===== src/rtl/ipsw_pkg.sv =====
// Package: shared constants, types and maps for the interrupt priority and standby wake block
package ipsw_pkg;

	// Source and vector counts
	localparam int NUM_SRC  = 41;
	localparam int NUM_VEC  = 10;
	localparam int ADDR_W   = 17;

	// Priority level codes, larger is more urgent; zero means nothing in service
	typedef logic [1:0] ipsw_lvl_t;
	localparam ipsw_lvl_t LVL_NONE    = 2'h0;
	localparam ipsw_lvl_t LVL_LOW     = 2'h1;
	localparam ipsw_lvl_t LVL_HIGH    = 2'h2;
	localparam ipsw_lvl_t LVL_HIGHEST = 2'h3;

	// Vectors below this index take the highest level as their upper choice
	localparam int TOP_LVL_VECS = 2;

	// Vector entry addresses, index 0 is the smallest address
	localparam logic [NUM_VEC-1:0][ADDR_W-1:0] VEC_ADDR = {
		17'h0004B, 17'h00043, 17'h0003B, 17'h00033, 17'h0002B,
		17'h00023, 17'h0001B, 17'h00013, 17'h0000B, 17'h00003};

	// Vector index of every source, source 40 first
	localparam logic [NUM_SRC-1:0][3:0] SRC_VEC = {
		4'h9, 4'h9, 4'h9, 4'h9, 4'h9, 4'h9, 4'h9, 4'h9,
		4'h8, 4'h8, 4'h8, 4'h8, 4'h8, 4'h8, 4'h8,
		4'h7, 4'h7, 4'h7, 4'h7,
		4'h6, 4'h6,
		4'h5, 4'h5, 4'h5, 4'h5, 4'h5,
		4'h4, 4'h4, 4'h4, 4'h4, 4'h4,
		4'h3, 4'h3, 4'h3,
		4'h2, 4'h2, 4'h2, 4'h2, 4'h2,
		4'h1,
		4'h0};

	// Sources that end full hold: pins a, b, c, group lo, group hi, port bank 0, bus active
	localparam logic [NUM_SRC-1:0] HOLD_WAKE_MASK  = 41'h200000137;
	// Crystal hold adds the base timer and the remote receiver
	localparam logic [NUM_SRC-1:0] XHOLD_WAKE_MASK = 41'h200000377;

	// Standby modes, one-hot
	typedef enum logic [3:0] {
		MODE_RUN   = 4'h1,
		MODE_HALT  = 4'h2,
		MODE_HOLD  = 4'h4,
		MODE_XHOLD = 4'h8
	} ipsw_mode_e;

	// Oscillator and reference enables
	typedef struct packed {
		logic pll;
		logic cf;
		logic rc;
		logic xtal;
	} ipsw_osc_s;

	// Arbiter result
	typedef struct packed {
		logic      valid;
		logic [3:0] vec;
		ipsw_lvl_t lvl;
	} ipsw_grant_s;

endpackage : ipsw_pkg


===== src/rtl/ipsw_top.sv =====
// Interrupt priority arbitration, nesting and standby wake control
// Functional notes
// - Three levels; level ranks every request first
// - Refuse requests at or below service level
// - Simultaneous requests: highest level wins
// - Same level: lowest vector address wins
// - 41 sources merge onto 10 vectors
// - Halt stops the core, peripherals run
// - Halt leaves oscillators as configured
// - Halt ends on reset, watchdog, interrupt
// - Full hold stops everything, all oscillators
// - Full hold ends on listed wake sources
// - Crystal hold keeps only base timer running
// - Crystal hold stops PLL, ceramic, RC
// - Crystal state frozen as at entry
// - Crystal hold adds base timer, remote wakes
module ipsw_top
	import ipsw_pkg::*;
(
	// Clock and reset
	input  wire logic               clock,
	input  wire logic               rst_n,
	// Request sources from peripherals and pins, asynchronous levels
	input  wire logic [NUM_SRC-1:0] irq_src,
	input  wire logic [NUM_SRC-1:0] src_enable,
	// Per-vector level choice, set selects the upper level
	input  wire logic [NUM_VEC-1:0] vec_upper,
	// Reset sources
	input  wire logic               res_pin_n,
	input  wire logic               wdt_reset,
	// Core side
	input  wire logic               irq_ack,
	input  wire logic               irq_return,
	input  wire logic               halt_req,
	input  wire logic               hold_req,
	input  wire logic               xhold_req,
	output logic                    irq_req_ff,
	output logic [3:0]              irq_vec_ff,
	output logic [ADDR_W-1:0]       irq_vec_addr_ff,
	output ipsw_lvl_t               irq_lvl_ff,
	output ipsw_lvl_t               svc_lvl_ff,
	// Clock and run control
	input  wire ipsw_osc_s          osc_cfg,
	output ipsw_osc_s               osc_en_ff,
	output logic                    cpu_run_ff,
	output logic                    periph_run_ff,
	output logic                    base_timer_run_ff,
	output ipsw_mode_e              mode_ff
);

	// Synchronised inputs and internal decode
	logic [NUM_SRC-1:0]      src_sync;     // Sources after two flops
	logic                    res_sync_n;   // Reset pin after two flops
	logic [NUM_SRC-1:0]      src_act;      // Enabled and asserted sources
	logic [NUM_VEC-1:0]      vec_pend;     // Vector has a live source
	ipsw_lvl_t [NUM_VEC-1:0] vec_lvl;      // Level of each vector
	ipsw_lvl_t               cur_lvl;      // Level now in service
	ipsw_grant_s             grant;        // Arbiter winner
	logic                    reset_evt;    // Pin or watchdog reset
	logic                    pend_any;     // Any interrupt generated
	logic                    hold_wake;    // Full hold wake event
	logic                    xhold_wake;   // Crystal hold wake event
	logic                    acc;          // Request taken by the core

	// Nesting state
	logic [2:0]  isr_ff;                   // One bit per level in service
	logic [2:0]  nxt_isr;
	logic        nxt_irq_req;
	logic [3:0]  nxt_irq_vec;
	ipsw_lvl_t   nxt_irq_lvl;

	// Standby state
	ipsw_mode_e  nxt_mode;
	ipsw_osc_s   nxt_osc_en;

	// Pins and peripheral flags may come from other clocks, so all pass two flops
	ipsw_sync #(
		.W (NUM_SRC + 1)
	) u_sync (
		.clock    (clock),
		.rst_n    (rst_n),
		.async_in ({res_pin_n, irq_src}),
		.sync_out ({res_sync_n, src_sync})
	);

	// Source merge and per-vector level
	always_comb begin
		src_act  = src_sync & src_enable;
		vec_pend = '0;
		vec_lvl  = '0;
		for (int s = 0; s < NUM_SRC; s++) begin
			if (src_act[s]) begin
				vec_pend[SRC_VEC[s]] = 1'b1;
			end
		end
		for (int v = 0; v < NUM_VEC; v++) begin
			if (!vec_upper[v]) begin
				vec_lvl[v] = LVL_LOW;
			end else if (v < TOP_LVL_VECS) begin
				vec_lvl[v] = LVL_HIGHEST;
			end else begin
				vec_lvl[v] = LVL_HIGH;
			end
		end
	end

	// Current service level is the top in-service bit
	always_comb begin
		if (isr_ff[2]) begin
			cur_lvl = LVL_HIGHEST;
		end else if (isr_ff[1]) begin
			cur_lvl = LVL_HIGH;
		end else if (isr_ff[0]) begin
			cur_lvl = LVL_LOW;
		end else begin
			cur_lvl = LVL_NONE;
		end
	end

	ipsw_arb u_arb (
		.vec_pend (vec_pend),
		.vec_lvl  (vec_lvl),
		.cur_lvl  (cur_lvl),
		.grant    (grant)
	);

	// Wake events; pins a and b hold their level only if software set level detect
	always_comb begin
		reset_evt  = !res_sync_n || wdt_reset;
		pend_any   = |src_act;
		hold_wake  = |(src_act & HOLD_WAKE_MASK);
		xhold_wake = |(src_act & XHOLD_WAKE_MASK);
		acc        = irq_ack && irq_req_ff;
	end

	// Nesting and request next state
	always_comb begin
		nxt_isr     = isr_ff;
		nxt_irq_vec = irq_vec_ff;
		nxt_irq_lvl = irq_lvl_ff;
		if (irq_return) begin
			if (isr_ff[2]) begin
				nxt_isr[2] = 1'b0;
			end else if (isr_ff[1]) begin
				nxt_isr[1] = 1'b0;
			end else begin
				nxt_isr[0] = 1'b0;
			end
		end
		if (acc && (irq_lvl_ff != LVL_NONE)) begin
			nxt_isr[irq_lvl_ff - 2'h1] = 1'b1;
		end
		// A pin or watchdog reset abandons all nesting
		if (reset_evt) begin
			nxt_isr = '0;
		end
		// Request only while running; dropped when taken or as standby begins
		nxt_irq_req = grant.valid && !acc && !reset_evt && (nxt_mode == MODE_RUN);
		if (grant.valid && !acc) begin
			nxt_irq_vec = grant.vec;
			nxt_irq_lvl = grant.lvl;
		end
	end

	// Nesting registers
	always_ff @(posedge clock or negedge rst_n) begin
		if (!rst_n) begin
			isr_ff          <= '0;
			irq_req_ff      <= 1'b0;
			irq_vec_ff      <= '0;
			irq_vec_addr_ff <= '0;
			irq_lvl_ff      <= LVL_NONE;
			svc_lvl_ff      <= LVL_NONE;
		end else begin
			isr_ff          <= nxt_isr;
			irq_req_ff      <= nxt_irq_req;
			irq_vec_ff      <= nxt_irq_vec;
			irq_vec_addr_ff <= VEC_ADDR[nxt_irq_vec];
			irq_lvl_ff      <= nxt_irq_lvl;
			svc_lvl_ff      <= cur_lvl;
		end
	end

	// Standby next state and run/oscillator controls
	always_comb begin
		nxt_mode = mode_ff;
		case (mode_ff)
			MODE_RUN: begin
				// Deeper request wins if several arrive at once
				if (reset_evt) begin
					nxt_mode = MODE_RUN;
				end else if (hold_req) begin
					nxt_mode = MODE_HOLD;
				end else if (xhold_req) begin
					nxt_mode = MODE_XHOLD;
				end else if (halt_req) begin
					nxt_mode = MODE_HALT;
				end
			end
			MODE_HALT: begin
				if (reset_evt || pend_any) begin
					nxt_mode = MODE_RUN;
				end
			end
			MODE_HOLD: begin
				if (reset_evt || hold_wake) begin
					nxt_mode = MODE_RUN;
				end
			end
			MODE_XHOLD: begin
				if (reset_evt || xhold_wake) begin
					nxt_mode = MODE_RUN;
				end
			end
			default: begin
				nxt_mode = MODE_RUN;
			end
		endcase
		nxt_osc_en = osc_cfg;
		if (nxt_mode == MODE_HOLD) begin
			nxt_osc_en = '0;
		end else if (nxt_mode == MODE_XHOLD) begin
			nxt_osc_en = '0;
			nxt_osc_en.xtal = (mode_ff == MODE_XHOLD) ? osc_en_ff.xtal : osc_cfg.xtal;
		end
	end

	// Standby registers; outputs follow the next mode so they match mode_ff
	always_ff @(posedge clock or negedge rst_n) begin
		if (!rst_n) begin
			mode_ff           <= MODE_RUN;
			osc_en_ff         <= '0;
			cpu_run_ff        <= 1'b1;
			periph_run_ff     <= 1'b1;
			base_timer_run_ff <= 1'b1;
		end else begin
			mode_ff           <= nxt_mode;
			osc_en_ff         <= nxt_osc_en;
			cpu_run_ff        <= (nxt_mode == MODE_RUN);
			periph_run_ff     <= (nxt_mode == MODE_RUN) || (nxt_mode == MODE_HALT);
			base_timer_run_ff <= (nxt_mode != MODE_HOLD);
		end
	end

	// Checks
	// request above service level
	chk_req_above_svc: assert property (@(posedge clock) disable iff (!rst_n)
		irq_req_ff && !$past(acc) && !$past(irq_return) |-> irq_lvl_ff > svc_lvl_ff)
		else $error("request not above service level");
	chk_vec_addr_map: assert property (@(posedge clock) disable iff (!rst_n)
		irq_req_ff |-> irq_vec_addr_ff == VEC_ADDR[irq_vec_ff])
		else $error("vector address mismatch");
	chk_accept_raise: assert property (@(posedge clock) disable iff (!rst_n)
		acc && !irq_return && !reset_evt |=> cur_lvl == $past(irq_lvl_ff))
		else $error("service level not raised");
	chk_return_lower: assert property (@(posedge clock) disable iff (!rst_n)
		irq_return && !acc && (isr_ff != 3'h0) |=> cur_lvl < $past(cur_lvl))
		else $error("service level not restored");
	chk_halt_core_off: assert property (@(posedge clock) disable iff (!rst_n)
		mode_ff == MODE_HALT |-> !cpu_run_ff && periph_run_ff && !irq_req_ff)
		else $error("halt run controls wrong");
	chk_halt_osc_cfg: assert property (@(posedge clock) disable iff (!rst_n)
		mode_ff == MODE_HALT |-> osc_en_ff == $past(osc_cfg))
		else $error("halt changed oscillators");
	chk_hold_all_off: assert property (@(posedge clock) disable iff (!rst_n)
		mode_ff == MODE_HOLD |-> osc_en_ff == 4'h0 && !periph_run_ff && !base_timer_run_ff)
		else $error("full hold left something running");
	chk_xhold_osc_off: assert property (@(posedge clock) disable iff (!rst_n)
		mode_ff == MODE_XHOLD |-> !osc_en_ff.pll && !osc_en_ff.cf && !osc_en_ff.rc
			&& base_timer_run_ff && !periph_run_ff)
		else $error("crystal hold controls wrong");
	chk_xhold_xtal_keep: assert property (@(posedge clock) disable iff (!rst_n)
		mode_ff == MODE_XHOLD && $past(mode_ff) == MODE_XHOLD |-> $stable(osc_en_ff.xtal))
		else $error("crystal state changed in hold");
	chk_halt_wake_run: assert property (@(posedge clock) disable iff (!rst_n)
		mode_ff == MODE_HALT && (reset_evt || pend_any) |=> mode_ff == MODE_RUN && cpu_run_ff)
		else $error("halt did not release");
	chk_hold_stay: assert property (@(posedge clock) disable iff (!rst_n)
		mode_ff == MODE_HOLD && !reset_evt && !hold_wake |=> mode_ff == MODE_HOLD)
		else $error("full hold left without wake source");
	chk_xhold_wake_run: assert property (@(posedge clock) disable iff (!rst_n)
		mode_ff == MODE_XHOLD && (reset_evt || xhold_wake) |=> mode_ff == MODE_RUN)
		else $error("crystal hold did not release");

	// Main scenarios: nesting and the two hold wakes
	cov_nested_accept: cover property (@(posedge clock) disable iff (!rst_n)
		acc && cur_lvl != LVL_NONE);
	cov_hold_wake: cover property (@(posedge clock) disable iff (!rst_n)
		mode_ff == MODE_HOLD ##1 mode_ff == MODE_RUN);
	cov_xhold_wake: cover property (@(posedge clock) disable iff (!rst_n)
		mode_ff == MODE_XHOLD ##1 mode_ff == MODE_RUN);

endmodule : ipsw_top


===== src/rtl/ipsw_sync.sv =====
// Two-flop synchroniser for a bundle of asynchronous levels
module ipsw_sync
	import ipsw_pkg::*;
#(
	parameter int W = 1
) (
	// Clock and reset
	input  wire logic         clock,
	input  wire logic         rst_n,
	// Asynchronous levels in, synchronised levels out
	input  wire logic [W-1:0] async_in,
	output logic      [W-1:0] sync_out
);

	logic [W-1:0] stage_ff;  // First stage, read only by the second

	// Two stages; the first is never looked at by any other logic
	always_ff @(posedge clock or negedge rst_n) begin
		if (!rst_n) begin
			stage_ff <= '0;
			sync_out <= '0;
		end else begin
			stage_ff <= async_in;
			sync_out <= stage_ff;
		end
	end

endmodule : ipsw_sync


===== src/rtl/ipsw_arb.sv =====
// Combinational arbiter: best pending vector above the in-service level
module ipsw_arb
	import ipsw_pkg::*;
(
	// Pending vectors and their levels
	input  wire logic      [NUM_VEC-1:0] vec_pend,
	input  wire ipsw_lvl_t [NUM_VEC-1:0] vec_lvl,
	// Level now in service
	input  wire ipsw_lvl_t               cur_lvl,
	// Winner
	output ipsw_grant_s                  grant
);

	// Scan from the largest address down so a tie leaves the smallest one
	always_comb begin
		grant = '0;
		for (int v = NUM_VEC - 1; v >= 0; v--) begin
			if (vec_pend[v] && (vec_lvl[v] > cur_lvl)) begin
				if (!grant.valid || (vec_lvl[v] >= grant.lvl)) begin
					grant.valid = 1'b1;
					grant.vec   = 4'(v);
					grant.lvl   = vec_lvl[v];
				end
			end
		end
	end

endmodule : ipsw_arb


===== config.mk =====
export PLATFORM = sky130hd
export DESIGN_NAME = ipsw_top
export DESIGN_NICKNAME = d
export VERILOG_FILES = /design/src/rtl/ipsw_pkg.sv /design/src/rtl/ipsw_top.sv /design/src/rtl/ipsw_sync.sv /design/src/rtl/ipsw_arb.sv
export SDC_FILE = /design/constraint.sdc
export NUM_CORES = 1
export LEC_CHECK = 0
export BUFFER_PORTS_ARGS = -buffer_cell sky130_fd_sc_hd__buf_2
export CAP_MARGIN = 20
export CORE_MARGIN = 4
export CORE_UTILIZATION = 30
export DETAILED_ROUTE_END_ITERATION = 10
export PLACE_DENSITY = 0.57
export SLEW_MARGIN = 5
export SYNTH_ARGS = -nofsm -noshare
export SYNTH_HDL_FRONTEND = slang
export SYNTH_HIERARCHICAL = 1
export SYNTH_SLANG_ARGS = --single-unit
export TNS_END_PERCENT = 20

===== constraint.sdc =====
create_clock -name clock -period 27.4 [get_ports clock]
set_clock_uncertainty 0.05 [all_clocks]
set_input_delay 5.48 -clock clock [delete_from_list [all_inputs] [get_ports clock]]
set_output_delay 5.48 -clock clock [all_outputs]
set_load 0.02 [all_outputs]

==> results of run 1 <==
## Yosys cell counts, drive strengths merged (5+ instances only)
cell type and number:
a21oi 21, a222oi 6, a22oi 13, and2 9
buf 14, dfrtp 106, ha 34, inv 34
mux2 7, nand2 33, nand2b 10, nand3 8
nand3b 5, nor2 20, nor2b 12, nor3 5
o211a 6, o211ai 6, o21a 5, o21ai 8
## cell usage in the layout, fill, tap and decap left out, types with 6 or more instances in the layout
master,count
nor2_1,20
and2_1,7
nor2b_1,8
mux2_2,6
nand3_1,8
dfrtp_1,106
nand2_1,32
nand2b_1,10
a22oi_1,13
buf_2,129
clkbuf_16,9
conb_1,15
a21oi_1,18
inv_1,34
a222oi_1,6
ha_1,34
## power by group
group | leakage, nW | switching [mW] | internal [mW]
sequential | 1.30 | 0.00661 | 0.175
clock | 0.145 | 0.0588 | 0.0656
combinational | 1.59 | 0.0606 | 0.0433
## final cells by class
type	count	share of cell area (%)
multi-input cells	278	33.9
well taps	220	4.42
clock inverters	6	0.823
flip-flops and latches	110	44.2
clock buffers	10	3.83
repair buffers	132	10.7
inverters	34	2.05
## kinds of logic (layout without fill, tap and decap cells)
logic type | after synthesis | in the layout
AO/OA/AOI/OAI | 97 | 97
adder cells (fa/ha/maj) | 35 | 35
buffers and inverters | 48 | 182
flip-flops | 110 | 110
multiplexers | 7 | 7
other | 2 | 15
AND/OR/NAND/NOR | 124 | 124
## layer usage
layer	vias up	track usage, %	wire (um)	part of all wire, %
met1	1721	15.5	4930	43
li1	1778	-	-	-
met5	-	0	0	0
met4	0	3.62	148	1.3
met3	11	4.16	846	7.3
met2	133	20.2	5600	49
## registers in the layout, summed over array words and instances, names as in the netlist
register           cells
cpu_run_ff             1
irq_vec_addr_ff        3
osc_en_ff              4
mode_ff                4
periph_run_ff          1
irq_vec_ff             4
svc_lvl_ff             2
isr_ff                 3
irq_req_ff             1
base_timer_run_ff      1
u_sync/stage_ff       42
u_sync/sync_out       42
irq_lvl_ff             2
## through the flow
| stage | util [%] | worst slack [ps] | total power, mW |
|---|---|---|---|
| 2_1_floorplan | - | 13050 | 0.256 |
| 3_3_place_gp | 36.0 | 12420 | 0.285 |
| 3_5_place_dp | 36.0 | 11990 | 0.289 |
| 4_1_cts | 37.7 | 12330 | 0.416 |
| 5_1_grt | 37.7 | 11670 | 0.434 |
| 6_report | 37.7 | 12270 | 0.410 |
## critical path, delay by kind of cell
kind	cells	cell delay [ps]
compound gates	19	4740
simple gates	17	2830
fa+ha+maj	7	1910
mux	1	270
buf+inv	1	100
## worst max path at each step
stage | to | slack (ps)
4_1_cts | irq_vec_addr_ff[4] | 12330
5_1_grt | irq_vec_addr_ff[4] | 11670
2_1_floorplan | irq_vec_addr_ff[4] | 13050
3_5_place_dp | irq_vec_addr_ff[4] | 11990
6_report | irq_vec_addr_ff[4] | 12270
3_3_place_gp | irq_vec_addr_ff[4] | 12420
==> impl_metrics.yaml, run 1 <==
final_layout:
  multi_input_area_um2: 2110
  antennaDiodeCount: 0
  register_area_um2: 2760
  nFillCells: 1647
  design_area_um2: 6230
  final_cells: 790
  layout-drive-gt1-share_pct: 33.9
  areaGrowthSynthToFinish_pct: 23.3
  final_nets: 704
yosys:
  yosys.area.top_type_share_pct: 52.5
  syn_avg_cell_area_um2: 11.9
  synth-main-ff-cell: "dfrtp_1"
  syn_inst: 423
  syn-cell-area_um2: 5050
  synth_seq_area_share_pct: 54.6
  synth_compound_area_share_pct: 16.0
  synth_top_family_by_area: "compound AO/OA/AOI/OAI gates"
  synth_seq_cells: 110
  ys_types: 74
  synth_edf_count: 0
  synth-xor-area-share_pct: 0
  synth_mux_area_share_pct: 1.56
  ys_top_cells_by_area: "dfrtp_1, ha_1, inv_1"
  async_reset_ff_share_pct: 100
  synthSimpleGateAreaFrac_pct: 14.5
  synth.largest_area_cell: "dfrtp_1"
  yosysWarnings: 6
  synthAdderAreaFrac_pct: 8.64
die:
  top_level_ports: 142
  num_rows: 47
  core_um2: 16500
  start_util_pct: 30.6
  die_y_um: 138
  dieArea_um2: 19000
  die_width_um: 138
status:
  outcome: "complete, no violations"
setup_path:
  r2r_setup_slack_ps: 16510
  cpMostUsedCell: "ha_1"
  crit_path_max_incr_delay_ps: 490
  critical_path.max_fanout: 5
  crit_required_ps: 27590
  rr_endpoint: "irq_vec_addr_ff[4]"
  slowest_stage: "a222oi_1"
  worstSetupEndpointType: "flip-flop"
  cp.arrival_ps: 15330
  critPathLaunch: "src_enable[36]"
  crit_type: "input port to flip-flop"
  r2r-start: "isr_ff[1]"
  ff2ff_path_depth: 45
  startpoint_type: "input port"
clocking:
  cts.root.buffer_cell: "clkbuf_16"
  clock_sinks: 110
  cts_max_level: 3
  clk_transition_reported_paths_ps: 70
  post_cts_resized: 0
  cts_made_buffers: 9
  cts_max_path_buffers: 2
  postCtsSetupRepairBufs: 0
  clk_latency_ps: 350
  cts_tree: "done"
  cts_hold_buf: 0
timing:
  tightest_slew_ps: 948
  hold_ws_ps: 294
  setup_viol: 0
  max_freq_mhz: 66.1
  hold_viol: 0
  drv_slew: 0
  min_period_ps: 15130
  tns_ps: 0
  relSlewSlack_pct: 36.8
  rsz0062_at_grt: "no"
  period_share_pct: 55.2
place:
  dp_hpwl_mm: 9.20
  placed_cell_area_um2: 5940
  port_buffers: 130
  dp_cells: 774
  gp_congestion: 0.862
job:
  maxCapViolCount: 0
detailed_routing:
  wire_per_inst_um: 14.6
  dr.first_iter.drc_count: 181
  drt-pass1-iter-count: 5
  via_per_inst: 4.61
  vias: 3643
  wl_mm: 11.5
  drc_errors: 0
  drtAntennaViolNets: 0
global_routing:
  grt_start_max_net_pins: 80
  antenna_found_initial: 0
  grt-ovfl-total: 0
  grt_pass1_vias: 3716
  grt_pass1_wl_mm: 18.1
  grt_usage_pct: 12.3
min_path:
  hold_depth: 0
  min-delay-start: "u_sync/stage_ff[21]"
  worstHoldPathType: "flip-flop to flip-flop"
  min_to: "u_sync/sync_out[21]"
power_and_ir_drop:
  peakVddDrop_mv: 0.0421
  powerDensity_nw_per_um2: 65.8
  p_leak_nw: 3.03
(Power assumes the default switching activity.)
==> inputs of run 2 (changes only) <==
--- a/config.mk
+++ b/config.mk
@@ -10,7 +10,7 @@
 export CORE_MARGIN = 4
 export CORE_UTILIZATION = 30
 export DETAILED_ROUTE_END_ITERATION = 10
-export PLACE_DENSITY = 0.57
+export PLACE_DENSITY = 0.59
 export SLEW_MARGIN = 5
 export SYNTH_ARGS = -nofsm -noshare
 export SYNTH_HDL_FRONTEND = slang
==> constraint.sdc (replaced) <==
create_clock -name clock -period 12.6 [get_ports clock]
set_clock_uncertainty 0.05 [all_clocks]
set_input_delay 2.52 -clock clock [delete_from_list [all_inputs] [get_ports clock]]
set_output_delay 2.52 -clock clock [all_outputs]
set_load 0.02 [all_outputs]
==> impl_metrics.yaml, run 2 (same netlist as run 1, synthesis figures left out) <==
final_layout:
  final_cell_mix: "buf_2, dfrtp_1, inv_1, ha_1, nand2_1"
  final_nets: 704
  final_common_cell: "buf_2"
  layout-drive-gt1-share_pct: 33.9
  antennaDiodeCount: 0
  areaGrowthSynthToFinish_pct: 24.3
  reg_top3: "u_sync/stage_ff x42, u_sync/sync_out x42"
power_and_ir_drop:
  p_leak_nw: 3.05
  peakVddDrop_mv: 0.0943
  total_power_mw: 0.938
  powerDensity_nw_per_um2: 149
global_routing:
  grt_usage_pct: 12.6
  grt-ovfl-total: 0
  grt_pass1_wl_mm: 18.5
  grt_start_max_net_pins: 80
  antenna_found_initial: 0
  grt_pass1_vias: 3769
job:
  maxCapViolCount: 0
clocking:
  cts_tree: "done"
  cts.root.buffer_cell: "clkbuf_16"
  cts_max_path_buffers: 2
  cts_max_level: 3
  clk_latency_ps: 340
  cts_made_buffers: 9
  cts_hold_buf: 0
  clock_sinks: 110
  clk_transition_reported_paths_ps: 70
timing:
  max_freq_mhz: 84.3
  relSlewSlack_pct: 37.4
  drv_slew: 0
  tightest_slew_ps: 939
  setup_viol: 0
  hold_viol: 0
  setup_ws_ps: 744
  min_period_ps: 11860
  period_share_pct: 94.1
detailed_routing:
  drt-pass1-iter-count: 7
  drtAntennaViolNets: 0
  dr.first_iter.drc_count: 201
  wl_mm: 11.6
  wire_per_inst_um: 14.7
  vias: 3649
  via_per_inst: 4.62
  drc_errors: 0
place:
  dp_hpwl_mm: 9.30
  port_buffers: 130
  gp_congestion: 0.843
  place_ws_ps: 253
setup_path:
  crit_type: "input port to flip-flop"
  crit_path_max_incr_delay_ps: 440
  critPathBufInv: 1
  critical_path.max_fanout: 5
  crit_family: "compound AO/OA/AOI/OAI gates"
  worstSetupEndpointType: "flip-flop"
  cpMostUsedCell: "ha_1"
  slowest_stage: "a222oi_1"
  cp.arrival_ps: 12040
  startpoint_type: "input port"
  crit_required_ps: 12780
die:
  die_y_um: 138
  dieArea_um2: 19000
  core_um2: 16500
  num_rows: 47
  die_width_um: 138
  start_util_pct: 30.6
  top_level_ports: 142
min_path:
  worstHoldPathType: "flip-flop to flip-flop"
status:
  outcome: "complete, no violations"
run 2: stage by stage:
step                area [um^2]  setup TNS [ps]  instances  hold WS, ps  util, %
floorplan                  5100               0        436          281        -
global placement           5930               0        773          282     35.9
detailed placement         5930               0        773          285     35.9
CTS                        6270               0        788          294     37.9
global route               6280           -2.62        789          298     38.0
finish                     6280               0        789          291     38.0
run 2: layout make-up:
class | count | area [um^2]
Multi-Input combinational cell | 278 | 2120
Clock inverter | 5 | 108
Tap cell | 220 | 275
Inverter | 34 | 128
Timing Repair Buffer | 132 | 668
Clock buffer | 10 | 229
Fill cell | 1582 | 10200
Sequential cell | 110 | 2760
run 2: per-layer routing:
layer,up-vias,track usage (%),share of wire (%)
met5,-,0,0
li1,1774,-,-
met2,122,20.9,50
met1,1738,15.7,42
met4,0,4.56,1.5
met3,15,3.80,6.7
run 2: repair_timing:
item,in CTS,in global routing
buffers inserted,0,1
setup endpoints to repair,0,3
gates resized for setup,0,2
run 2: path summary, 6_finish.rpt:
path,start,cells past startpoint,endpoint,slack (ps)
setup / recovery,src_enable[36],45,irq_vec_addr_ff[4],740
setup reg to reg,isr_ff[1],45,irq_vec_addr_ff[4],2030
hold / removal,u_sync/stage_ff[15],0,u_sync/sync_out[15],290
hold reg to reg,u_sync/stage_ff[15],0,u_sync/sync_out[15],290
min in group asynchronous,rst_n,1,osc_en_ff[3],2060
max in group asynchronous,rst_n,2,u_sync/sync_out[26],9150
run 2: power breakdown:
group,switching [mW],leakage [nW],internal [mW],total [mW]
clock,0.120,0.163,0.194,0.314
sequential,0.0141,1.30,0.381,0.395
combinational,0.133,1.59,0.0957,0.228
total,0.267,3.05,0.671,0.938
